$ cat src/ppgt_pkg.sv
`default_nettype none
package ppgt_pkg;
  // Timer pair mode codes
  typedef enum logic [1:0] {
    PPGT_MODE_TIMER8 = 2'b00,
    PPGT_MODE_TIMER16 = 2'b01,
    PPGT_MODE_PULSE = 2'b10,
    PPGT_MODE_PWM = 2'b11
  } ppgt_mode_t;

  // Lower timer clock source codes
  localparam logic [1:0] PPGT_CLK_EXT = 2'h0;
  localparam logic [1:0] PPGT_CLK_FINE = 2'h1;
  localparam logic [1:0] PPGT_CLK_MID = 2'h2;
  localparam logic [1:0] PPGT_CLK_COARSE = 2'h3;

  // Pulse-width cycle codes
  localparam logic [1:0] PPGT_CYC_64 = 2'h1;
  localparam logic [1:0] PPGT_CYC_128 = 2'h2;
  localparam logic [1:0] PPGT_CYC_256 = 2'h3;

  // Flip-flop control field codes
  localparam logic [1:0] PPGT_FF_INVERT = 2'h0;
  localparam logic [1:0] PPGT_FF_SET = 2'h1;
  localparam logic [1:0] PPGT_FF_CLEAR = 2'h2;

  // Reset values
  localparam logic [7:0] PPGT_CNT_RST = 8'h00;
  localparam logic [7:0] PPGT_CMP_RST = 8'h00;
  localparam logic PPGT_FF_RST = 1'b0;
endpackage
`default_nettype wire

$ cat src/ppgt_edge.sv
`timescale 1ns/1ps
`default_nettype none
// Two-flop synchroniser plus rising-edge pulse for a pin-sourced clock
module ppgt_edge (
  input wire logic mclk,
  input wire logic rstn,
  input wire logic pin,
  output logic rise
);
  logic meta;
  logic sync;
  logic last;

  // Only the second stage and its delayed copy feed the detector
  always_ff @(posedge mclk) begin
    if (!rstn) begin
      meta <= 1'b0;
      sync <= 1'b0;
      last <= 1'b0;
    end else begin
      meta <= pin;
      sync <= meta;
      last <= sync;
    end
  end

  assign rise = sync & ~last;
endmodule
`default_nettype wire

$ cat src/ppgt_timer.sv
`timescale 1ns/1ps
`default_nettype none
// Notes on behaviour
// - Programmable-pulse mode: lower timer alone makes adjustable square wave
// - Programmable-pulse: output toggles on match with either compare register
// - Pulse mode: buffered lower compare loads on upper compare match
// - Compare value 00h means 100h; matches on counter overflow
// - Output polarity follows written initial flip-flop state; 10 gives low
// - Pulse-width mode on lower timer only, 8-bit, drives output pin
// - Upper timer stays an independent 8-bit timer in pulse-width mode
// - Pulse-width: toggle on lower compare match and on 2^n overflow
// - Pulse-width: lower counter clears at the selected 2^n overflow
// - Pulse-width: buffered lower compare loads at each 2^n overflow
// - Clearing a run bit stops that timer and zeroes its counter
// - Mode 10 is programmable pulse, 11 pulse width; cycle 01/10/11
// - Lower clock select 00 external, 01/10/11 fine, mid, coarse taps; upper select 00 gives no clock
module ppgt_timer (
  input wire logic mclk,
  input wire logic rstn,
  input wire logic ext_clk_pin,
  input wire logic prescale_tap_fine,
  input wire logic prescale_tap_mid,
  input wire logic prescale_tap_coarse,
  input wire logic lower_run_bit,
  input wire logic upper_run_bit,
  input wire logic dbuf_enable,
  input wire ppgt_pkg::ppgt_mode_t mode_sel,
  input wire logic [1:0] pwm_cycle_select,
  input wire logic [1:0] lower_clk_select,
  input wire logic [1:0] upper_clk_select,
  input wire logic lower_cmp_wr,
  input wire logic upper_cmp_wr,
  input wire logic [7:0] cmp_wdata,
  input wire logic ff_ctrl_wr,
  input wire logic [1:0] ff_ctrl_op,
  input wire logic invert_enable,
  output logic timer_output_pin,
  output logic upper_match,
  output logic [7:0] lower_up_counter,
  output logic [7:0] upper_up_counter,
  output logic [7:0] lower_compare_reg,
  output logic [7:0] upper_compare_reg
);
  import ppgt_pkg::*;

  logic ext_rise;
  logic lower_tick;
  logic upper_tick;
  logic [7:0] lower_buffer;
  logic output_flip_flop;
  logic programmable_pulse_mode;
  logic pwm_mode;
  logic lo_match;
  logic hi_match;
  logic ovf_2n;
  logic clear_lower;
  logic ff_event;
  logic [7:0] lower_next;

  // Compare hit: 00h stands for 100h, so it fires on the wrap from ffh
  function automatic logic cmp_hit(input logic tick, input logic [7:0] cnt,
                                   input logic [7:0] cmp);
    logic hit;
    hit = 1'b0;
    if (tick) begin
      if (cmp == 8'h00) begin
        hit = (cnt == 8'hff);
      end else begin
        hit = (cnt + 8'h01 == cmp);
      end
    end
    return hit;
  endfunction

  ppgt_edge u_ext (
    .mclk(mclk),
    .rstn(rstn),
    .pin(ext_clk_pin),
    .rise(ext_rise)
  );

  // Lower clock source mux; taps are one-cycle enables from the prescaler
  always_comb begin
    unique case (lower_clk_select)
      PPGT_CLK_EXT: lower_tick = ext_rise;
      PPGT_CLK_FINE: lower_tick = prescale_tap_fine;
      PPGT_CLK_MID: lower_tick = prescale_tap_mid;
      PPGT_CLK_COARSE: lower_tick = prescale_tap_coarse;
    endcase
  end

  // Upper timer counts taps only; chaining off the lower match is not built
  always_comb begin
    unique case (upper_clk_select)
      PPGT_CLK_FINE: upper_tick = prescale_tap_fine;
      PPGT_CLK_MID: upper_tick = prescale_tap_mid;
      PPGT_CLK_COARSE: upper_tick = prescale_tap_coarse;
      default: upper_tick = 1'b0;
    endcase
  end

  assign programmable_pulse_mode = (mode_sel == PPGT_MODE_PULSE);
  assign pwm_mode = (mode_sel == PPGT_MODE_PWM);

  // Match and overflow events, all qualified by a lower tick and run bit
  always_comb begin
    lo_match = lower_run_bit
               & cmp_hit(lower_tick, lower_up_counter, lower_compare_reg);
    hi_match = lower_run_bit & programmable_pulse_mode
               & cmp_hit(lower_tick, lower_up_counter, upper_compare_reg);
    ovf_2n = 1'b0;
    if (lower_run_bit && lower_tick && pwm_mode) begin
      unique case (pwm_cycle_select)
        PPGT_CYC_64: ovf_2n = (lower_up_counter[5:0] == 6'h3f);
        PPGT_CYC_128: ovf_2n = (lower_up_counter[6:0] == 7'h7f);
        PPGT_CYC_256: ovf_2n = (lower_up_counter == 8'hff);
        default: ovf_2n = 1'b0;
      endcase
    end
    clear_lower = hi_match | ovf_2n;
    ff_event = ((programmable_pulse_mode
                 & (lo_match | hi_match))
               | (pwm_mode & (lo_match | ovf_2n)))
               & invert_enable;
    lower_next = lower_up_counter + 8'h01;
  end

  // Lower up counter
  always_ff @(posedge mclk) begin
    if (!rstn) begin
      lower_up_counter <= PPGT_CNT_RST;
    end else if (!lower_run_bit) begin
      lower_up_counter <= PPGT_CNT_RST;
    end else if (clear_lower) begin
      lower_up_counter <= PPGT_CNT_RST;
    end else if (lower_tick) begin
      lower_up_counter <= lower_next;
    end
  end

  // Upper timer: free 8-bit interval counter outside programmable pulse mode
  always_ff @(posedge mclk) begin
    if (!rstn) begin
      upper_up_counter <= PPGT_CNT_RST;
    end else if (!upper_run_bit || programmable_pulse_mode) begin
      upper_up_counter <= PPGT_CNT_RST;
    end else if (upper_match) begin
      upper_up_counter <= PPGT_CNT_RST;
    end else if (upper_tick) begin
      upper_up_counter <= upper_up_counter + 8'h01;
    end
  end

  assign upper_match = upper_run_bit & ~programmable_pulse_mode
                       & cmp_hit(upper_tick, upper_up_counter,
                                 upper_compare_reg);

  // Lower compare: written straight with buffering off; with it on, loaded from the buffer only in pulse or pulse-width mode
  always_ff @(posedge mclk) begin
    if (!rstn) begin
      lower_buffer <= PPGT_CMP_RST;
    end else if (lower_cmp_wr) begin
      lower_buffer <= cmp_wdata;
    end
  end

  always_ff @(posedge mclk) begin
    if (!rstn) begin
      lower_compare_reg <= PPGT_CMP_RST;
    end else if (lower_cmp_wr && !dbuf_enable) begin
      lower_compare_reg <= cmp_wdata;
    end else if (dbuf_enable && programmable_pulse_mode && hi_match) begin
      lower_compare_reg <= lower_buffer;
    end else if (dbuf_enable && pwm_mode && ovf_2n) begin
      lower_compare_reg <= lower_buffer;
    end
  end

  always_ff @(posedge mclk) begin
    if (!rstn) begin
      upper_compare_reg <= PPGT_CMP_RST;
    end else if (upper_cmp_wr) begin
      upper_compare_reg <= cmp_wdata;
    end
  end

  // Output flip-flop; a preset write wins over a toggle in the same cycle
  always_ff @(posedge mclk) begin
    if (!rstn) begin
      output_flip_flop <= PPGT_FF_RST;
    end else if (ff_ctrl_wr && ff_ctrl_op == PPGT_FF_SET) begin
      output_flip_flop <= 1'b1;
    end else if (ff_ctrl_wr && ff_ctrl_op == PPGT_FF_CLEAR) begin
      output_flip_flop <= 1'b0;
    end else if (ff_ctrl_wr && ff_ctrl_op == PPGT_FF_INVERT) begin
      output_flip_flop <= ~output_flip_flop;
    end else if (ff_event) begin
      output_flip_flop <= ~output_flip_flop;
    end
  end

  assign timer_output_pin = output_flip_flop;

  // Checks
  a_pulse_toggle: assert property (@(posedge mclk) disable iff (!rstn)
    (programmable_pulse_mode && invert_enable && !ff_ctrl_wr
     && (lo_match || hi_match))
    |=> (timer_output_pin != $past(timer_output_pin)))
    else $error("pulse toggle missing");
  a_pulse_clear: assert property (@(posedge mclk) disable iff (!rstn)
    hi_match |=> (lower_up_counter == 8'h00))
    else $error("pulse counter not cleared");
  a_pwm_clear: assert property (@(posedge mclk) disable iff (!rstn)
    ovf_2n |=> (lower_up_counter == 8'h00))
    else $error("pwm counter not cleared");
  a_pwm_bound: assert property (@(posedge mclk) disable iff (!rstn)
    (pwm_mode && pwm_cycle_select == PPGT_CYC_64 && $stable(mode_sel))
    |-> (lower_up_counter < 8'h40 || $past(lower_up_counter) >= 8'h40))
    else $error("pwm 2^6 period exceeded");
  a_run_stop: assert property (@(posedge mclk) disable iff (!rstn)
    !lower_run_bit |=> (lower_up_counter == 8'h00))
    else $error("stopped counter not zero");
  a_dbuf_pulse: assert property (@(posedge mclk) disable iff (!rstn)
    (dbuf_enable && programmable_pulse_mode && hi_match)
    |=> (lower_compare_reg == $past(lower_buffer)))
    else $error("pulse buffer not loaded");
  a_dbuf_pwm: assert property (@(posedge mclk) disable iff (!rstn)
    (dbuf_enable && pwm_mode && ovf_2n)
    |=> (lower_compare_reg == $past(lower_buffer)))
    else $error("pwm buffer not loaded");
  a_ff_hold: assert property (@(posedge mclk) disable iff (!rstn)
    (!invert_enable && !ff_ctrl_wr) |=> $stable(timer_output_pin))
    else $error("flip-flop moved without inversion");
  a_ff_preset: assert property (@(posedge mclk) disable iff (!rstn)
    (ff_ctrl_wr && ff_ctrl_op == PPGT_FF_CLEAR) |=> !timer_output_pin)
    else $error("clear preset not taken");
  // A 00h period must end on the wrap from ffh: toggle and restart
  a_wrap_00: assert property (@(posedge mclk) disable iff (!rstn)
    (programmable_pulse_mode && invert_enable && !ff_ctrl_wr
     && lower_run_bit && lower_tick && upper_compare_reg == 8'h00
     && lower_up_counter == 8'hff)
    |=> (lower_up_counter == 8'h00
         && timer_output_pin != $past(timer_output_pin)))
    else $error("00h compare missed overflow");

  c_pulse_hi: cover property (@(posedge mclk) disable iff (!rstn)
    programmable_pulse_mode && hi_match);
  c_pwm_ovf: cover property (@(posedge mclk) disable iff (!rstn)
    pwm_mode && ovf_2n);
  c_pwm_lo: cover property (@(posedge mclk) disable iff (!rstn)
    pwm_mode && lo_match);
  c_upper: cover property (@(posedge mclk) disable iff (!rstn) upper_match);
endmodule
`default_nettype wire

$ cat config.mk
export PLATFORM = sky130hd
export DESIGN_NAME = ppgt_timer
export DESIGN_NICKNAME = d
export VERILOG_FILES = /design/src/ppgt_pkg.sv /design/src/ppgt_edge.sv /design/src/ppgt_timer.sv
export SDC_FILE = /design/constraint.sdc
export NUM_CORES = 1
export LEC_CHECK = 0
export BUFFER_PORTS_ARGS = -buffer_cell sky130_fd_sc_hd__buf_4
export CORE_ASPECT_RATIO = 0.5
export CORE_MARGIN = 3
export CORE_UTILIZATION = 53
export DETAILED_ROUTE_END_ITERATION = 7
export PLACE_DENSITY = 0.85
export SYNTH_ARGS = -nofsm -noshare
export SYNTH_HDL_FRONTEND = slang
export SYNTH_SLANG_ARGS = --single-unit
$ cat constraint.sdc
create_clock -name mclk -period 3.4 [get_ports mclk]
set_input_delay 1.02 -clock mclk [delete_from_list [all_inputs] [get_ports mclk]]
set_output_delay 1.02 -clock mclk [all_outputs]
set_load 0.02 [all_outputs]
======== Word level (Yosys, flattened, before mapping) ========
Index checks and enable logic that the tools add are counted.
cells by class
  multiplexer cells ....................... 17
  bitwise logic cells ..................... 18
  reductions and logical operators ........ 21
  eq/ne operators ......................... 20
  $add $sub $neg .......................... 2
operator list
  cell                                                                   number
  8-bit equality test                                                    3
  8-bit 2-to-1 mux                                                       3
  2-bit equality test, second input constant                             9
  8-bit by 1-bit adder with 8-bit output, second input constant          2
  8-bit equality test, second input constant                             2
  8-bit logical NOT                                                      2
  1-bit 2-to-1 mux                                                       11
  1-bit logical AND                                                      10
  1-bit AND                                                              9
  2-bit by 1-bit equality test with 1-bit output, second input constant  4
  7-bit equality test, second input constant                             1
  6-bit equality test, second input constant                             1
  1-bit one-hot mux with 3 select lines                                  2
  3-bit OR reduction                                                     2
  1-bit NOT                                                              5
  2-bit logical NOT                                                      2
  1-bit OR                                                               4
  1-bit one-hot mux with 4 select lines                                  1
  4-bit nonzero test                                                     1
  3-bit nonzero test                                                     1
  1-bit logical NOT                                                      2
  1-bit logical OR                                                       1
storage, ports and cells
  input port bits ......................... 31
  logic and storage cells ................. 87
  flip-flop bits (word level) ............. 44
  output and inout port bits .............. 34

======== Longest topological paths before layout ========
Gate-level depths: netlist of the first run.
  depth in word-level cells ............... 14
  depth in mapped cells ................... 11
  depth with buffers taken out ............ 8

======== By module ========
A second synthesis of the first run with hierarchy kept.
unflattened totals
  cells, all modules ...................... 334
  area total of the unflattened synthesis .. 2956.6 sq um
by module, submodules not included
  module      area each (sq um)  cells each  times used  seq. area each (sq um)
  ppgt_timer  2864.0             327         1           820.8
  ppgt_edge   92.6               7           1           60.1

======== Least setup slack after synthesis of the first run ========
OpenSTA, ideal clock, no wires.
  kind .................................... register to output
  from .................................... reg upper_up_counter[0]
  to ...................................... out upper_match
  stages on the path, launching flop included .. 8
  data required time ...................... 2.380 ns
  slack ................................... 0.227 ns
  data arrival time ....................... 2.153 ns
  buffers on the path ..................... 0
  cells stage by stage .................... dfxtp_1 -> ha_1 -> xnor2_1 -> o211ai_1 -> or4_1 -> nor4_1 -> o21ai_0 -> nor2_1
between the ends
  cells in the longest elaborated chain, start to end .. 5
  elaborated cells on any way between the ends .. 6
  those cells by class .................... add/sub (1); eq/ne (2); mux (2); bitwise (1)
RTL lines
  element                                 line               text
  from (decl)                             ppgt_timer.sv:40   output logic [7:0] upper_up_counter,
  from (signal assigned)                  ppgt_timer.sv:150  upper_up_counter <= upper_up_counter + 8'h01;
  8-bit by 1-bit adder with 8-bit output  ppgt_timer.sv:69   hit = (cnt + 8'h01 == cmp);
  8-bit equality test                     ppgt_timer.sv:69
  1-bit 2-to-1 mux (*)                    ppgt_timer.sv:66   if (cmp == 8'h00) begin
  1-bit 2-to-1 mux (*)                    ppgt_timer.sv:65   if (tick) begin
  1-bit AND (*)                           ppgt_timer.sv:155  & cmp_hit(upper_tick, upper_up_counter,
  to (decl)                               ppgt_timer.sv:38   output logic upper_match,
Mark *: on every way between the ends. The rest lies on a longest branch, timed or not.

======== Worst setup path after layout of the first run ========
Same ends and word-level chain as after synthesis.

==> results of run 1 <==
[synthesized netlist by cell type, drive strengths merged, types with 2 or more instances]
cell type  number  area share
xor2           20       0.067
and4            2      0.0067
ha              2      0.0096
nor2           27       0.039
a21oi           5      0.0096
nor4            7       0.019
o21ai           7       0.015
mux2i          19       0.073
o211ai          4       0.012
inv             6      0.0086
buf            12       0.027
nand4b          2      0.0067
nand2          24       0.035
nor2b          19       0.046
nand3           6       0.012
o221a           8       0.035
a311oi          2      0.0067
and3            6       0.014
o2111ai         3       0.010
or3             2      0.0048
and2            4      0.0096
xnor2          25       0.084
or2             2      0.0048
o31ai           2      0.0058
nand4           3      0.0072
or4             3      0.0086
clkbuf          7       0.010
dfxtp          44        0.34
o21a            9       0.026
nor3            3      0.0058
[cell type report]
cell class,instances,area (um2),share of cell area
well taps,66,82.58,0.02529
flip-flops and latches,44,887.1,0.2716
repair buffers,71,533.0,0.1632
clock inverters,3,47.55,0.01456
inverters,6,22.52,0.006897
multi-input cells,228,1624,0.4973
clock buffers,5,68.82,0.02107
[report_power, final]
| group | internal, mW | switching (mW) | total (mW) |
|---|---|---|---|
| Clock | 0.222 | 0.196 | 0.418 |
| Sequential | 0.536 | 0.0279 | 0.564 |
| Combinational | 0.108 | 0.112 | 0.220 |
[stage by stage]
| stage | power, mW | worst slack [ps] | cell area [um2] |
|---|---|---|---|
| 2_1_floorplan | 0.6974 | 227.2 | 2605 |
| 3_3_place_gp | 0.7794 | 364.3 | 3117 |
| 3_5_place_dp | 0.7893 | 198.3 | 3117 |
| 4_1_cts | 1.205 | 9.967 | 3262 |
| 5_1_grt | 1.251 | 9.480 | 3266 |
| 6_report | 1.202 | 87.14 | 3266 |
[kinds of logic after synthesis]
kind of cell    after synthesis  synth area share
flops                        44            0.3381
mux                          21           0.08597
fa+ha+maj                     2          0.009605
compound gates               46            0.1379
buf+inv                      25           0.04563
xor+xnor                     45            0.1513
simple gates                114            0.2315
[layout by cell type, fill, tap and decap left out, drive strengths merged, types with 2 or more instances in the layout]
cell      n
o21ai     7
and2      4
xor2     20
nor4      7
or3       2
or2       2
nor2     27
and3      6
inv       6
and4      2
o2111ai   3
o211ai    4
o31ai     2
xnor2    25
o221a     8
nand4     3
nor3      3
nand4b    2
o21a      9
nand3     6
mux2i    19
ha        2
clkinv    2
or4       3
clkbuf    5
a21oi     5
nand2    24
buf      71
a311oi    2
nor2b    19
dfxtp    44
[metal layers]
layer,vias to the layer above,share of wire,global-route usage
met5,-,0,0
li1,1163,-,-
met4,0,0.022,0.07290
met3,25,0.091,0.04751
met2,150,0.47,0.3929
met1,1142,0.42,0.3243
[worst paths after layout]
kind                                     startpoint              endpoint  slack (ps)  cells past startpoint
worst max-delay path            upper_up_counter[0]           upper_match          90                      8
worst min-delay path                     u_ext.meta            u_ext.sync         440                      1
worst max register to register  lower_up_counter[1]  lower_compare_reg[1]         280                      8
worst min register to register           u_ext.meta            u_ext.sync         440                      1
[repair_timing]
action / CTS / global route
setup buffers: 1 / 0
setup endpoints to repair: 1 / 1
gates cloned: 0 / 0
resized for setup: 5 / 2
pin swaps: 4 / 1
==> flow_metrics.tcl, run 1 <==
set metrics [dict create \
    numCtsBuffers 5 \
    hpwlAfterDp_mm 5.439 \
    drt-pass1-iter-count 5 \
    root_buffer "clkbuf_8" \
    die_h_um 55.58 \
    fmax_ghz 0.3019 \
    core_um2 4573 \
    start_util 0.5696 \
    rsz0062_at_grt "false" \
    vias_per_cell 5.863 \
    layout_min_cycle_time_ps 3313 \
    synthCells 297 \
    grt_pass1_wl_mm 11.36 \
    drt-total-wl_mm 7.295 \
    powerDensity_nw_per_um2 368.0 \
    crit_type "reg2out" \
    area_delta_synth_final_pct 25.36 \
    clock_skew_ps 6.825 \
    slew_headroom 0.5301 \
    setup_viol 0 \
    critical-path-top-delay-family "simple AND/OR/NAND/NOR gates" \
    min_path_type "reg2reg" \
    gr-total-overflow 0 \
    final.setup.tns_ps 0 \
    num_rows 17 \
    utilization 0.7141 \
    fin_hold_ws_ps 440.9 \
    antenna_found_initial 0 \
    arrival_ps 2290 \
    clock_sinks 44 \
    worstPathMaxFanout 5 \
    crit_buf_inv 1 \
    leakagePower_nw 1.342 \
    holdBufCountCts 0 \
    die_area_um2 5843 \
    synth_warnings 0 \
    cts_tree "done" \
    status "completed" \
    synth_enable_flop_cells 0 \
    maxSlewViolCount 0 \
    grt_start_max_net_pins 31 \
    final_antenna_net_count 0 \
    layout.cells.non_filler 423 \
    synth-seq-area-share 0.3381 \
    grt.total_usage 0.2408 \
    clock_latency_ps 300 \
    startpoint_type "flip-flop" \
    slowest_stage "or4_1" \
    avgSynthCellArea_um2 8.771 \
    ir_drop_v 0.0002692 \
    vias 2480 \
    fillerInstances 360 \
    grt_pass1_vias 2291 \
    tightest_slew_ps 704.1 \
    critPathCaptureType "output pin" \
    cp.required_ps 2380 \
    hold_violations 0 \
    dp_cells 414 \
    fin_crit_sh 0.9744 \
    num_io_pins 65 \
    drtIter0Drc 236 \
    cts_buffer_depth 2 \
    place_congestion 0.9368 \
    htree_levels 2 \
    placement.io_buffers 64 \
    drive_gt1_frac 0.2493 \
    maxCapViolCount 0 \
    path_cells "ha_4 -> xnor2_1 -> o211ai_1 -> or4_1 -> nor4_2 -> o21ai_1 -> nor2_1 -> buf_4" \
    async_flop_share 0 \
    die_w_um 105.1 \
    clkTransAtPathRegs_ps 90 \
    wire_per_inst_um 17.25 \
    synth_fp_nets 330 \
    synth-seq-cells 44 \
    syn_area_um2 2605 \
    synth_flop_cell "dfxtp_1" \
    cpPeakStageDelay_ps 550 \
    diodes 0 \
    synth_cell_type_count 49 \
    drc 0 \
    nets 389 \
]
(Power assumes the default switching activity.)
==> run 2, diff against run 1 <==
- BUFFER_PORTS_ARGS: -buffer_cell sky130_fd_sc_hd__buf_4 -> unset
- CORE_UTILIZATION: 53 -> 55
- DONT_BUFFER_PORTS: unset -> 1
- PLACE_DENSITY: 0.85 -> 0.75
==> run 2 against run 1 <==
  * Register-to-register slack better by 230 ps
  * Design area shrank 11%
  * Die area fell by 3.3%
  * Routed wire length fell by 7.0%
  * Critical path type unchanged
  * Flip-flop and latch count did not move
  * Sequential power increased by 2%
  * Maximum frequency is 0.53% lower
  * Critical path depth unchanged
==> flow_metrics.tcl, run 2 (synthesized netlist as in run 1, its figures left out) <==
set metrics [dict create \
    status "completed" \
    root_buffer "clkbuf_8" \
    slowest_stage "or4_4" \
    clock_latency_ps 300 \
    maxSlewViolCount 0 \
    hpwlAfterDp_mm 5.058 \
    grt_start_max_net_pins 31 \
    final.setup.tns_ps 0 \
    place_congestion 0.8662 \
    startpoint_type "flip-flop" \
    ir_drop_v 0.0002614 \
    total_power_mw 1.157 \
    hold_violations 0 \
    leakagePower_nw 1.082 \
    min_path_type "reg2reg" \
    fin_hold_ws_ps 449.5 \
    area_delta_synth_final_pct 11.82 \
    antenna_found_initial 0 \
    drt-pass1-iter-count 4 \
    maxCapViolCount 0 \
    die_w_um 103.3 \
    num_rows 16 \
    htree_levels 2 \
    clock_sinks 44 \
    core_um2 4224 \
    cp-startpoint "upper_up_counter[0]" \
    dp_slack_ps 165.0 \
    fin_crit_sh 0.9795 \
    tightest_slew_ps 725.3 \
    die_h_um 54.67 \
    vias_per_cell 5.992 \
    nets 336 \
    grt_pass1_vias 1996 \
    drive_gt1_frac 0.1480 \
    critical-path-top-delay-family "simple AND/OR/NAND/NOR gates" \
    grt_pass1_wl_mm 10.58 \
    clkTransAtPathRegs_ps 90 \
    cts_tree "done" \
    vias 2199 \
    powerDensity_nw_per_um2 397.1 \
    clock_skew_ps 8.065 \
    placement.io_buffers 0 \
    worst_slack_ps 69.54 \
    slew_headroom 0.5132 \
    fmax_ghz 0.3003 \
    hp-start "u_ext.meta" \
    crit_buf_inv 1 \
    gr-total-overflow 0 \
    layout_min_cycle_time_ps 3330 \
    numCtsBuffers 5 \
    cpPeakStageDelay_ps 500 \
    drc 0 \
    diodes 0 \
    setup_viol 0 \
    num_io_pins 65 \
    layout_common_cells "36 x dfxtp_1, 27 x nor2_1, 25 x xnor2_1" \
    drt-total-wl_mm 6.783 \
    layout_commonest_cell "dfxtp_1" \
    wire_per_inst_um 18.48 \
    crit_type "reg2out" \
    die_area_um2 5648 \
    path_cells "ha_4 -> and3_4 -> xnor2_1 -> or4_4 -> nor4_4 -> o21ai_2 -> nor2_1 -> buf_4" \
    arrival_ps 2310 \
    final_antenna_net_count 0 \
    critPathCaptureType "output pin" \
    r2r_start "lower_up_counter[0]" \
    grt.total_usage 0.2508 \
    start_util 0.6167 \
    worstPathMaxFanout 3 \
    cts_buffer_depth 2 \
    cp.required_ps 2380 \
    drtIter0Drc 131 \
]
-- run 2: changes by cell type in the layout (fill, tap and decap cells not counted), sizes merged --
| cell | delta |
|---|---|
| buf | -53 |
| clkbuf | +1 |
| clkinv | -1 |
-- run 2: stage by stage --
| step | cells | utilization | area [um2] |
|---|---|---|---|
| finish | 367 | 0.6896 | 2913 |
| global route | 367 | 0.6896 | 2913 |
| CTS | 365 | 0.6715 | 2836 |
| detailed placement | 357 | 0.6410 | 2708 |
| global placement | 357 | 0.6410 | 2708 |
| floorplan | 297 | - | 2605 |
-- run 2: power by group --
| group | switching, mW | total (mW) | leakage, nW | internal [mW] |
|---|---|---|---|---|
| logic | 0.0729 | 0.147 | 0.657 | 0.0745 |
| clock network | 0.192 | 0.433 | 0.0614 | 0.240 |
| registers | 0.0395 | 0.576 | 0.364 | 0.537 |
| total | 0.305 | 1.16 | 1.08 | 0.852 |
-- run 2: layout make-up --
cell class	instances	area (um2)
tap	63	78.83
sequential	44	893.4
clock buffer	6	82.58
timing repair buffer	18	138.9
clock inverter	2	38.79
fill	337	1311
multi-input combinational	228	1658
inverter	6	22.52
-- run 2: path summary, 6_finish.rpt --
kind / end / slack, ps / cells after the start
hold reg to reg: u_ext.sync / 450 / 1
setup / recovery: upper_match / 70 / 8
hold / removal: u_ext.sync / 450 / 1
setup reg to reg: lower_compare_reg[2] / 510 / 8
-- run 2: timing repair --
item | CTS | global route
pin swaps | 1 | 7
setup buffers | 0 | 2
resized for setup | 3 | 16
hold buffers | 0 | 0
gates cloned | 0 | 0
setup endpoints to repair | 1 | 1
-- run 2: layer usage --
layer,wire length [um],vias to the layer above,share of wire,global-route usage
met5,0,-,0,0
met4,59,0,0.0087,0.06667
met3,654,10,0.096,0.07761
met2,2961,89,0.44,0.3662
met1,3107,1036,0.46,0.3567
li1,-,1064,-,-
==> run 3, diff against run 2 <==
- CORE_MARGIN: 3 -> unset
==> run 3 against run 2 <==
  * Design area down 2.4%
  * First-iteration DRC count up 9.9%
  * Maximum frequency up 0.97%
  * Largest power group unchanged
==> flow_metrics.tcl, run 3 (synthesized netlist as in run 1, its figures left out) <==
set metrics [dict create \
    status "completed" \
    drc 0 \
    startpoint_type "flip-flop" \
    r2r_start "lower_up_counter[0]" \
    post_dp_cell_area_um2 2708 \
    hold_violations 0 \
    drt-pass1-iter-count 4 \
    vias_per_cell 6.200 \
    clock_sinks 44 \
    clock_latency_ps 310 \
    slew_headroom 0.5447 \
    grt_pass1_vias 2213 \
    maxCapViolCount 0 \
    grt_start_max_net_pins 31 \
    wire_per_inst_um 18.51 \
    vias 2232 \
    total_power_mw 1.150 \
    critPathCaptureType "output pin" \
    cts_tree "done" \
    htree_levels 2 \
    num_rows 17 \
    holdBufCountCts 0 \
    setup_viol 0 \
    ff2ff_setup_slack_ps 480 \
    cp-startpoint "upper_up_counter[0]" \
    worst_slack_ps 101.4 \
    nets 335 \
    hp-start "u_ext.meta" \
    drive_gt1_frac 0.1089 \
    layout_commonest_cell "dfxtp_1" \
    fmax_ghz 0.3032 \
    layout_common_cells "43 x dfxtp_1, 27 x nor2_1, 25 x xnor2_1" \
    clock_skew_ps 10.83 \
    die_h_um 50.67 \
    placement.io_buffers 0 \
    clkTransAtPathRegs_ps 100 \
    cts_setup_buffers 0 \
    antenna_found_initial 1 \
    final_area_um2 2844 \
    grt.total_usage 0.2806 \
    drt-total-wl_mm 6.663 \
    worstPathMaxFanout 4 \
    min_path_type "reg2reg" \
    hpwlAfterDp_mm 4.915 \
    ir_drop_v 0.0002051 \
    diodes 0 \
    grt_pass1_wl_mm 10.69 \
    dp_slack_ps 369.9 \
    cp.required_ps 2380 \
    area_delta_synth_final_pct 9.174 \
    maxSlewViolCount 0 \
    arrival_ps 2280 \
    place_congestion 0.8733 \
    start_util 0.5832 \
    core_um2 4467 \
    layout_min_cycle_time_ps 3299 \
    powerDensity_nw_per_um2 404.3 \
    crit_type "reg2out" \
    cts_buffer_depth 2 \
    leakagePower_nw 1.070 \
    die_w_um 99.33 \
    drtIter0Drc 144 \
    root_buffer "clkbuf_8" \
    final_antenna_net_count 0 \
    tightest_slew_ps 682.3 \
    num_io_pins 65 \
    numCtsBuffers 5 \
    cts_resized 0 \
    gr-total-overflow 0 \
    fin_crit_sh 0.9702 \
    die_area_um2 5032 \
]
-- run 3: stage by stage --
| stage | hold WS (ps) | std cells | setup TNS (ps) | utilization |
|---|---|---|---|---|
| final | 446.4 | 360 | 0 | 0.6367 |
| after global routing | 458.5 | 360 | -42.48 | 0.6367 |
| after CTS | 451.2 | 360 | 0 | 0.6322 |
| after detailed placement | 426.8 | 352 | 0 | 0.6062 |
| after global placement | 422.1 | 352 | 0 | 0.6062 |
| after floorplan | 411.9 | 297 | 0 | - |
-- run 3: worst max-delay path, cell delays in order (launching register included) --
cell and delay, ps:
dfxtp_1 390, buf_4 190, nand3_1 160, xnor2_1 170, or4_1 530, nor4_2 150
o21ai_1 120, nor2_1 120, buf_4 150
-- run 3: where the power goes --
group	switching [mW]	internal [mW]	leakage, nW	total (mW)
clock network	0.204	0.222	0.0583	0.426
registers	0.0347	0.537	0.361	0.571
logic	0.0776	0.0748	0.651	0.152
total	0.317	0.833	1.07	1.15
-- run 3: layout make-up --
class / instances / area, um2
clock buffer: 5 / 68.82
clock inverter: 3 / 47.55
fill: 381 / 1623
inverter: 6 / 22.52
multi-input combinational: 228 / 1624
sequential: 44 / 882.1
tap: 57 / 71.32
timing repair buffer: 17 / 127.6
-- run 3: layer usage --
metal / part of all wire / track usage
met3: 0.082 / 0.1086
met2: 0.46 / 0.4387
met1: 0.44 / 0.3504
met5: 0 / 0
met4: 0.020 / 0.1103
-- run 3: worst paths after layout --
kind / end / cells past startpoint
worst max-delay path: upper_match / 8
worst min-delay path: u_ext.sync / 1
worst max register to register: lower_compare_reg[1] / 8
worst min register to register: u_ext.sync / 1
